**config.mk**
```make
export PLATFORM = sky130hd
export DESIGN_NAME = iioc_ctrl
export DESIGN_NICKNAME = d
export VERILOG_FILES = /design/src/iioc_pkg.sv /design/src/iioc_acq_if.sv /design/src/iioc_acq_timer.sv /design/src/iioc_ctrl.sv
export SDC_FILE = /design/constraint.sdc
export NUM_CORES = 1
export LEC_CHECK = 0
export BUFFER_PORTS_ARGS = -buffer_cell sky130_fd_sc_hd__buf_2
export CORE_MARGIN = 1.5
export CORE_UTILIZATION = 53
export DETAILED_ROUTE_END_ITERATION = 7
export MAX_ROUTING_LAYER = met4
export PLACE_DENSITY_LB_ADDON = 0.08
export SYNTH_ARGS = -nofsm -noshare
export SYNTH_HDL_FRONTEND = slang
export SYNTH_SLANG_ARGS = --single-unit
```
**constraint.sdc**
```tcl
create_clock -name mclk -period 2.5 [get_ports mclk]
set_clock_uncertainty 0.05 [all_clocks]
set_input_delay 0.125 -clock mclk [delete_from_list [all_inputs] [get_ports mclk]]
set_output_delay 0.125 -clock mclk [all_outputs]
set_load 0.01 [all_outputs]
```
**src/iioc_pkg.sv**
```systemverilog
// Package for the industrial I/O control register block.
// Assumes an ISA-style I/O cycle: 16-bit port address, 8-bit data.
package iioc_pkg;
   // ==========================================================
   // Port addresses
   localparam logic [15:0] IIOC_ADDR_CTRL     = 16'h01D3;
   localparam logic [15:0] IIOC_ADDR_CTRL_ALT = 16'h01E3;
   localparam logic [15:0] IIOC_ADDR_RES_LO   = 16'h01D8;
   localparam logic [15:0] IIOC_ADDR_RES_HI   = 16'h01D9;
   localparam logic [15:0] IIOC_ADDR_ALT_OFS  = 16'h0010;
   // ==========================================================
   // Field positions of the control register
   localparam int IIOC_BIT_DONE  = 7;
   localparam int IIOC_BIT_C5HI  = 6;
   localparam int IIOC_BIT_C5LO  = 5;
   localparam int IIOC_BIT_C4    = 4;
   localparam int IIOC_BIT_GRP3  = 3;
   localparam int IIOC_BIT_GRP0  = 0;
   // Value after reset of the writable bits (none printed)
   localparam logic [6:0] IIOC_CTRL_RST = 7'h00;
   // ==========================================================
   // Counter clock source codes
   localparam logic [1:0] IIOC_C5_OSC   = 2'h0;
   localparam logic [1:0] IIOC_C5_CNT4  = 2'h1;
   localparam logic [1:0] IIOC_C5_EXT   = 2'h2;
   // ==========================================================
   // Acquisition timing: six clocks of a converter clock
   localparam int IIOC_ACQ_CLOCKS = 6;
   localparam int IIOC_ACQ_TIME_NS = 3260;   // 3.26 us
   localparam int IIOC_CLK_NS     = 10;
   localparam logic [9:0] IIOC_ACQ_CYC =
      10'((IIOC_ACQ_TIME_NS + IIOC_CLK_NS - 1) / IIOC_CLK_NS);
endpackage
```
**src/iioc_acq_if.sv**
```systemverilog
// Interface between control block and acquisition timer.
// Assumes both ends share mclk.
`timescale 1ns/1ns
interface iioc_acq_if;
   logic start;   // One-cycle start of acquisition
   logic conv;    // One-cycle start of conversion
   modport ctl (output start, input conv);
   modport tmr (input start, output conv);
endinterface

```
**src/iioc_acq_timer.sv**
```systemverilog
// Internally timed acquisition interval before each conversion.
// Assumes start is a one-cycle pulse synchronous to mclk.
`timescale 1ns/1ns
module iioc_acq_timer
   import iioc_pkg::*;
(
   // Clock and reset
   input  wire logic   mclk,
   input  wire logic   rst,
   // Handshake with control block
   iioc_acq_if.tmr     acq
);
   typedef struct packed {
      logic [9:0] cnt;
      logic       busy;
      logic       conv;
      logic [9:0] age;    // Cycles since start, for the length check
   } iioc_tmr_s;
   iioc_tmr_s st_r, st_nxt;

   // ==========================================================
   // Count down the acquisition window, restart on new start
   always_comb begin
      st_nxt      = st_r;
      st_nxt.conv = 1'b0;
      if (acq.start) begin
         st_nxt.busy = 1'b1;
         st_nxt.cnt  = IIOC_ACQ_CYC - 10'd1;
         st_nxt.age  = 10'd0;
      end else if (st_r.busy) begin
         st_nxt.age = st_r.age + 10'd1;
         if (st_r.cnt == 10'd0) begin
            st_nxt.busy = 1'b0;
            st_nxt.conv = 1'b1;
         end else begin
            st_nxt.cnt = st_r.cnt - 10'd1;
         end
      end
   end

   always_ff @(posedge mclk or posedge rst) begin
      if (rst) st_r <= '0;
      else     st_r <= st_nxt;
   end
   assign acq.conv = st_r.conv;

   // ==========================================================
   // Interval counted apart from cnt, so a wrong reload shows up
   property p_acq_len;
      @(posedge mclk) disable iff (rst)
      st_r.conv |-> st_r.age == IIOC_ACQ_CYC;
   endproperty
   a_acq_len: assert property (p_acq_len)
      else $error("Acquisition interval length wrong");
endmodule // iioc_acq_timer

```
**src/iioc_ctrl.sv**
```systemverilog
// Industrial I/O control register with conversion-complete status.
// Assumes a synchronous I/O cycle: io_rd/io_wr are one-cycle strobes
// with io_addr valid; read data is registered, valid the next cycle.
//
// Summary of operation
// - Decode register at 1D3h, or 1E3h when the alternate setup is chosen.
// - Done bit reads 0 while a conversion runs.
// - Done bit sets to 1 when a conversion finishes.
// - Done bit clears when a new conversion begins.
// - Done clears on reading either result register or writing conversion control.
// - Bits 6-5 pick counter 5 clock: oscillator, counter 4, external.
// - Bit 4 picks counter 4 clock: oscillator or external input.
// - Bit 3 makes lines 31..24 outputs when set.
// - Bit 2 makes lines 23..16 outputs when set.
// - Bit 1 makes lines 15..8 outputs when set.
// - Bit 0 makes lines 7..0 outputs when set.
// - Writing conversion control starts six-clock acquisition, then convert.
`timescale 1ns/1ns
module iioc_ctrl
   import iioc_pkg::*;
#(
   parameter int CONV_CYC = 16   // Converter busy time in mclk cycles
)(
   // Clock and reset
   input  wire logic        mclk,
   input  wire logic        rst,
   // Setup strap: alternate address block
   input  wire logic        alt_addr_sel,
   // Host I/O cycle
   input  wire logic [15:0] io_addr,
   input  wire logic        io_rd,
   input  wire logic        io_wr,
   input  wire logic [7:0]  io_wdata,
   output logic      [7:0]  io_rdata,
   output logic             io_rvalid,
   // Counter clock selects
   output logic      [1:0]  counter5_clock_select,
   output logic             counter4_clock_select,
   // Port group directions, bit n is group n
   output logic      [3:0]  port_group_direction,
   // Converter status
   output logic             conversion_busy
);
   typedef struct packed {
      logic [6:0] ctrl;     // Writable bits 6..0
      logic       done;
      logic       conv;
      logic [9:0] ccnt;
      logic [9:0] age;      // Cycles since last start, saturating
      logic [7:0] rdata;
      logic       rvalid;
   } iioc_ctrl_s;
   iioc_ctrl_s st_r, st_nxt;

   iioc_acq_if acq ();
   logic [15:0] base_ofs;
   logic        hit_ctrl, hit_lo, hit_hi, hit_conv;
   logic [15:0] conv_addr;

   iioc_acq_timer u_acq (
      .mclk (mclk),
      .rst  (rst),
      .acq  (acq.tmr)
   );

   // ==========================================================
   // Address decode; alternate setup shifts the whole block
   assign base_ofs = alt_addr_sel ? IIOC_ADDR_ALT_OFS : 16'h0000;
   assign conv_addr = IIOC_ADDR_RES_LO + base_ofs;
   assign hit_ctrl = io_addr ==
      (alt_addr_sel ? IIOC_ADDR_CTRL_ALT : IIOC_ADDR_CTRL);
   assign hit_lo   = io_addr == IIOC_ADDR_RES_LO + base_ofs;
   assign hit_hi   = io_addr == IIOC_ADDR_RES_HI + base_ofs;
   assign hit_conv = io_addr == conv_addr;
   assign acq.start = io_wr && hit_conv;

   // ==========================================================
   // Register, status and converter model
   always_comb begin
      st_nxt        = st_r;
      st_nxt.rvalid = io_rd;
      st_nxt.rdata  = 8'h00;
      // Age of the last start, read only by the interval check below
      if (acq.start)
         st_nxt.age = 10'd0;
      else if (st_r.age != 10'h3ff)
         st_nxt.age = st_r.age + 10'd1;
      if (io_wr && hit_ctrl)
         st_nxt.ctrl = io_wdata[6:0];            // done ignored
      if ((io_rd && (hit_lo || hit_hi)) || (io_wr && hit_conv))
         st_nxt.done = 1'b0;
      if (acq.conv) begin
         st_nxt.conv = 1'b1;
         st_nxt.done = 1'b0;
         st_nxt.ccnt = 10'(CONV_CYC - 1);
      end else if (st_r.conv) begin
         if (st_r.ccnt == 10'd0) begin
            st_nxt.conv = 1'b0;
            st_nxt.done = 1'b1;                  // set wins
         end else begin
            st_nxt.ccnt = st_r.ccnt - 10'd1;
         end
      end
      if (io_rd && hit_ctrl)
         st_nxt.rdata = {st_r.done && !st_r.conv, st_r.ctrl};
   end

   always_ff @(posedge mclk or posedge rst) begin
      if (rst) begin
         st_r      <= '0;
         st_r.ctrl <= IIOC_CTRL_RST;
      end else begin
         st_r <= st_nxt;
      end
   end

   // ==========================================================
   // Outputs straight from the state register
   assign io_rdata  = st_r.rdata;
   assign io_rvalid = st_r.rvalid;
   assign counter5_clock_select =
      st_r.ctrl[IIOC_BIT_C5HI:IIOC_BIT_C5LO];
   assign counter4_clock_select = st_r.ctrl[IIOC_BIT_C4];
   assign port_group_direction  =
      st_r.ctrl[IIOC_BIT_GRP3:IIOC_BIT_GRP0];
   assign conversion_busy = st_r.conv;

   // ==========================================================
   property p_dec_wr;
      @(posedge mclk) disable iff (rst)
      io_wr && io_addr == (alt_addr_sel ? IIOC_ADDR_CTRL_ALT
                                        : IIOC_ADDR_CTRL)
      |=> port_group_direction == $past(io_wdata[3:0]);
   endproperty
   a_dec_wr: assert property (p_dec_wr)
      else $error("Control write not decoded");

   property p_busy_rd;
      @(posedge mclk) disable iff (rst)
      io_rd && hit_ctrl && st_r.conv |=> io_rdata[IIOC_BIT_DONE] == 1'b0;
   endproperty
   a_busy_rd: assert property (p_busy_rd)
      else $error("Done read 1 during conversion");

   property p_done_set;
      @(posedge mclk) disable iff (rst)
      $fell(st_r.conv) |-> st_r.done;
   endproperty
   a_done_set: assert property (p_done_set)
      else $error("Done not set at end of conversion");

   property p_start_clr;
      @(posedge mclk) disable iff (rst)
      acq.conv |=> !st_r.done && st_r.conv;
   endproperty
   a_start_clr: assert property (p_start_clr)
      else $error("Done not cleared at conversion start");

   property p_rd_clr;
      @(posedge mclk) disable iff (rst)
      io_rd && (hit_lo || hit_hi) && !(st_r.conv && st_r.ccnt == 10'd0)
      |=> !st_r.done;
   endproperty
   a_rd_clr: assert property (p_rd_clr)
      else $error("Result read did not clear done");

   property p_c5;
      @(posedge mclk) disable iff (rst)
      io_wr && hit_ctrl ##1 (!(io_wr && hit_ctrl))[*3]
      |-> counter5_clock_select == $past(io_wdata[6:5], 3);
   endproperty
   a_c5: assert property (p_c5)
      else $error("Counter 5 select not held");

   property p_c4;
      @(posedge mclk) disable iff (rst)
      io_wr && hit_ctrl |=> counter4_clock_select == $past(io_wdata[4]);
   endproperty
   a_c4: assert property (p_c4)
      else $error("Counter 4 select wrong");

   property p_dir;
      @(posedge mclk) disable iff (rst)
      !(io_wr && hit_ctrl) |=> $stable(port_group_direction);
   endproperty
   a_dir: assert property (p_dir)
      else $error("Direction changed without write");

   property p_done_wr;
      @(posedge mclk) disable iff (rst)
      io_wr && hit_ctrl && !hit_conv && !acq.conv && !st_r.conv
      |=> st_r.done == $past(st_r.done);
   endproperty
   a_done_wr: assert property (p_done_wr)
      else $error("Write changed done bit");

   // Start is seen on the same edge as the timer, busy one edge after the timer's pulse
   property p_conv_after_acq;
      @(posedge mclk) disable iff (rst)
      $rose(st_r.conv) |-> st_r.age == IIOC_ACQ_CYC + 10'd1;
   endproperty
   a_conv_after_acq: assert property (p_conv_after_acq)
      else $error("Conversion did not follow acquisition");

   property p_rd_ans;
      @(posedge mclk) disable iff (rst)
      io_rd |=> io_rvalid;
   endproperty
   a_rd_ans: assert property (p_rd_ans)
      else $error("Read not answered next cycle");

   property p_rd_unmap;
      @(posedge mclk) disable iff (rst)
      io_rd && !hit_ctrl |=> io_rdata == 8'h00;
   endproperty
   a_rd_unmap: assert property (p_rd_unmap)
      else $error("Unmapped read returned data");

   c_conv:  cover property (@(posedge mclk) disable iff (rst)
                            $fell(st_r.conv));
   c_rdone: cover property (@(posedge mclk) disable iff (rst)
                            io_rvalid && io_rdata[IIOC_BIT_DONE]);
   c_alt:   cover property (@(posedge mclk) disable iff (rst)
                            alt_addr_sel && io_wr && hit_ctrl);
   c_restart: cover property (@(posedge mclk) disable iff (rst)
                              st_r.done && io_wr && hit_conv);
endmodule // iioc_ctrl

```
-- After elaboration in Yosys (flattened, before gate mapping)
Index checks and enable logic that the tools add are counted.
- eq/ne operators: 5
- reduce and logical (&&, ||, !) cells: 14
- $add $sub $neg: 5
- mux-type cells: 14
- operators with widths (cell ; count):
    16-bit by 10-bit equality test with 1-bit output ; 2
    10-bit 2-to-1 mux ; 3
    12-bit 2-to-1 mux ; 2
    22-bit 2-to-1 mux ; 1
    9-bit by 5-bit adder with 10-bit output (first input constant) ; 2
    10-bit zero test ; 2
    10-bit by 1-bit subtractor with 10-bit output (second input constant) ; 2
    16-bit by 9-bit equality test with 1-bit output ; 1
    11-bit 2-to-1 mux ; 1
    10-bit by 1-bit adder with 10-bit output (second input constant) ; 1
    8-bit 2-to-1 mux ; 1
    6-bit 2-to-1 mux ; 1
    1-bit logical AND ; 5
    5-bit 2-to-1 mux ; 1
    2-bit 2-to-1 mux ; 2
    2-bit AND reduction ; 2
    2-bit nonzero test ; 2
    1-bit logical OR ; 2
    1-bit 2-to-1 mux ; 2
    2-bit by 1-bit inequality test with 1-bit output (second input constant) ; 1
    2-bit inequality test (second input constant) ; 1
    1-bit zero test ; 1
- register bits after elaboration: 50
- input bits: 29
- output and inout bits: 17
- logic and storage cells: 48

-- Longest topological paths before layout
- depth in word-level cells: 10
- depth in mapped cells: 6
- gate-level depth less buffers: 6

-- Cells and area by module
Synthesis repeated with hierarchy kept, for this count alone.
- cells, all modules: 193
- area total of the unflattened synthesis: 2054.5 sq um
- modules (own cells, without submodules) (module ; cells an instance ; seq. area each (sq um) ; area an instance (sq um) ; times used):
    iioc_ctrl ; 128 ; 700.7 ; 1436.4 ; 1
    iioc_acq_timer ; 65 ; 300.3 ; 618.1 ; 1

-- Worst setup path after synthesis
OpenSTA, ideal clock, no wires.
- path kind: flip-flop to flip-flop
- from: register st_r[21] (netlist bit)
- to: register st_r[28] (netlist bit)
- buffers on the path: 0
- setup time: 0.078 ns
- data required time: 2.372 ns
- cell stages (with the launch flop): 5
- period minus slack after synthesis: 2.126 ns
- slack: 0.374 ns
- arrival time: 1.998 ns
- cells stage by stage: dfrtp_1 > or4b_4 > a2111o_1 > or4b_1 > a21oi_1
- longest elaborated chain between the ends: 4
- elaborated cells on any way between the ends: 7
- classes of those cells: add/sub: 1; eq/ne: 1; mux: 3; reduce/logical: 2
- ends and longest elaborated chain (item ; RTL line ; RTL):
    start: declaration ; iioc_ctrl.sv:53 ; iioc_ctrl_s st_r, st_nxt;
    start signal: assignment ; iioc_ctrl.sv:113 ; st_r <= st_nxt;
    10-bit by 1-bit subtractor with 10-bit output ; iioc_ctrl.sv:101 ; st_nxt.ccnt = st_r.ccnt - 10'd1;
    10-bit 2-to-1 mux ; iioc_ctrl.sv:97 ; if (st_r.ccnt == 10'd0) begin
    12-bit 2-to-1 mux ; iioc_ctrl.sv:96 ; end else if (st_r.conv) begin
    12-bit 2-to-1 mux ; iioc_ctrl.sv:92 ; if (acq.conv) begin
Parallel ways exist; a longest one is shown, timed or not. The select of a mux whose other input is x is not followed.
A chain may end at the register's enable or synchronous reset.

-- Final worst setup path
Same ends and word-level chain as after synthesis.

==> impl_metrics.py <==
metrics = {
    "critical_path": {
        "critPathKind": "reg2reg",
        "slowest_stage": "or4b_4",
        "start_kind": "flop",
        "crit_chain": "or4b_4, a2111o_1, or4b_1, a21oi_1",
        "critPathMaxFanout": 6,
        "cp.arrival_ps": 2420,
        "crit_path_max_incr_delay_ps": 560,
        "cp.required_ps": 2650,
        "endpoint_kind": "flop",
    },
    "cts": {
        "post-cts-setup-buffer-count": 0,
        "holdBufCountCts": 2,
        "cts_resized": 0,
        "cts.sinks": 40,
        "cts_max_path_buffers": 2,
        "cts_tree": "done",
        "clkLatencyLatePin_ps": 280,
        "path_clk_slew_ps": 70,
        "cts.htree.levels": 2,
        "cts_buffers": 5,
        "root_buffer": "clkbuf_8",
    },
    "power": {
        "swShare": 0.309,
        "leakagePower_uw": 0.00110,
        "max-vdd-ir-drop_v": 0.000301,
        "comb_power_share": 0.225,
        "p_clk_frac": 0.253,
        "power_per_cell_area_nw_per_um2": 739,
        "switchingPower_uw": 519,
        "p_seq_frac": 0.522,
        "cellInternalPower_uw": 1160,
    },
    "logic_synthesis": {
        "synth-seq-cells": 40,
        "synthFlopType": "dfrtp_1",
        "syn-num-nets": 221,
        "avgSynthCellArea_um2": 10.5,
        "synth_top_area_share": 0.501,
        "postSynth.asyncResetShare": 1.00,
        "synth_top_area_cell": "dfrtp_1",
        "syn-instance-count": 190,
        "synth.cell_area_um2": 2000,
        "synthMuxAreaShare": 0.0602,
        "synth_compound_gate_area_share": 0.109,
        "yosys.area_share.simple": 0.229,
        "yosysWarnings": 0,
        "synth_top_family_by_area": "simple AND/OR/NAND/NOR gates",
        "synthAdderAreaFrac": 0.0125,
        "yosysSeqAreaShare": 0.501,
        "ys_top_cells_by_area": "dfrtp_1 (50%), buf_4 (5.3%), mux2_2 (4.5%)",
        "yosysUniqueCellTypes": 43,
        "synth_most_common_cell": "dfrtp_1",
        "synth_common_cells": "dfrtp_1 (40), buf_4 (14), a21oi_1 (13)",
        "synth_xor_area_frac": 0.0132,
        "synth_edf_count": 0,
    },
    "floorplanning": {
        "start_util": 0.550,
        "dieArea_um2": 4140,
        "rows": 22,
        "io_pins": 46,
        "core_area_um2": 3630,
        "die_y_um": 64.4,
        "die_w_um": 64.4,
    },
    "routing": {
        "met3WireLength_um": 245,
        "wl_met2_um": 1860,
        "ant_nets": 0,
        "top_layer": "met4",
        "vias_per_cell": 5.59,
        "drc_errors": 0,
        "routed_wl_um": 3870,
        "drtPass1Iterations": 4,
        "met1_length_um": 1720,
        "route.vias.total": 1537,
        "dr.first_iter.drc_count": 68,
        "wl_per_cell_um": 14.1,
    },
    "timing": {
        "period_share": 0.905,
        "finalMaxSlewViolations": 0,
        "fmax_ghz": 0.442,
        "tightest_slew_ps": 647,
        "rsz0062_at_grt": "false",
        "hold_viol": 0,
        "setup_violations": 0,
        "period_minus_slack_ps": 2260,
        "slew_headroom": 0.562,
        "finalSetupTns_ps": 0,
        "whs_ps": 22.1,
    },
    "global_routing": {
        "grt_pass1_vias": 1476,
        "grtUsageTotal": 0.209,
        "antenna_found_initial": 0,
        "grt_pass1_wl_um": 6530,
        "grt_overflow_total": 0,
        "grt_max_degree": 41,
    },
    "cells_and_area": {
        "nets": 257,
        "drive_gt1_frac": 0.286,
        "area_delta_synth_final_pct": 13.9,
        "antenna_cells": 0,
    },
    "hold_path": {
        "hold_path.class": "in2reg",
    },
    "placement": {
        "io_buffers": 44,
        "dp.final_hpwl_um": 2940,
        "gp_congestion": 0.855,
    },
    "run": {
        "maxCapViolations": 0,
    },
    "run_status": {
        "outcome": "finished clean",
    },
}
[cells by family (layout without fill, tap and decap cells)]
| kind of cell | Yosys count | count (layout) |
|---|---|---|
| multiplexers | 11 | 11 |
| flip-flops | 40 | 40 |
| XOR/XNOR | 3 | 3 |
| AO/OA/AOI/OAI | 31 | 31 |
| buffers and inverters | 26 | 63 |
| adder cells (fa/ha/maj) | 2 | 2 |
| AND/OR/NAND/NOR | 77 | 77 |
[critical path, delay by kind of cell (launching register included)]
family | cells | cell delay [ps]
AOI/OAI and AO/OA | 2 | 630
and+or+nand+nor | 2 | 1090
DFF | 1 | 430
[power by group through the flow]
stage                     Clock, µW  Combinational (µW)  Sequential [µW]
after floorplan                   0                 292              854
final                           425                 378              878
after global placement            0                 356              876
after detailed placement          0                 377              888
after global routing            463                 426              893
after CTS                       438                 382              875
[flip-flops by register name, summed over array words and instances (netlist names)]
name	count
conversion_busy	1
counter4_clock_select	1
counter5_clock_select	2
io_rdata	8
io_rvalid	1
port_group_direction	4
st_r	11
u_acq.acq.conv	1
u_acq.st_r	11
[placed cells by master, fill, tap and decap left out, types with 3 or more instances in the layout]
cell      count
buf_2        44
dfrtp_1      40
a21oi_1      13
nand2_1      11
nor2_1       10
inv_1         8
mux2_2        8
nand3_1       7
and2_1        7
clkbuf_8      6
nor4_1        5
nor3_1        5
or4_1         4
nor2b_1       4
nand2b_1      4
o31ai_1       4
mux2i_1       3
nor4bb_1      3
o21ai_0       3
or3_1         3
[final cells by class]
type / instances / area, µm²
clock buffers: 8 / 90.1
fillers: 315 / 1360
inverters: 8 / 30.0
multi-input cells: 124 / 846
flip-flops and latches: 40 / 1000
well taps: 48 / 60.1
repair buffers: 47 / 248
[layer usage]
layer | GRT usage | vias up
met4 | 0.0851 | 0
li1 | - | 740
met1 | 0.269 | 747
met3 | 0.0458 | 6
met5 | - | -
met2 | 0.324 | 44
[through the flow]
| step | setup WS [ps] | utilization | cells | power [µW] | instance area (µm²) |
|---|---|---|---|---|---|
| 3_3_place_gp | 312 | 0.596 | 265 | 1230 | 2160 |
| 4_1_cts | 236 | 0.626 | 275 | 1690 | 2270 |
| 5_1_grt | 155 | 0.626 | 275 | 1780 | 2270 |
| 3_5_place_dp | 253 | 0.596 | 265 | 1260 | 2160 |
| 6_report | 237 | 0.626 | 275 | 1680 | 2270 |
| 2_1_floorplan | 374 | - | 190 | 1150 | 2000 |
[path summary, 6_finish.rpt]
kind	startpoint	to	slack, ps	depth (start not counted)
setup / recovery	st_r[21]	st_r[28]	240	4
min in group asynchronous	rst	st_r[27]	440	4
setup reg to reg	st_r[21]	st_r[28]	240	4
hold reg to reg	counter4_clock_select	io_rdata[4]	450	1
hold / removal	io_wdata[2]	port_group_direction[2]	20	2
max in group asynchronous	rst	st_r[21]	1600	4
Note: power is estimated with default switching activity, not from simulation.
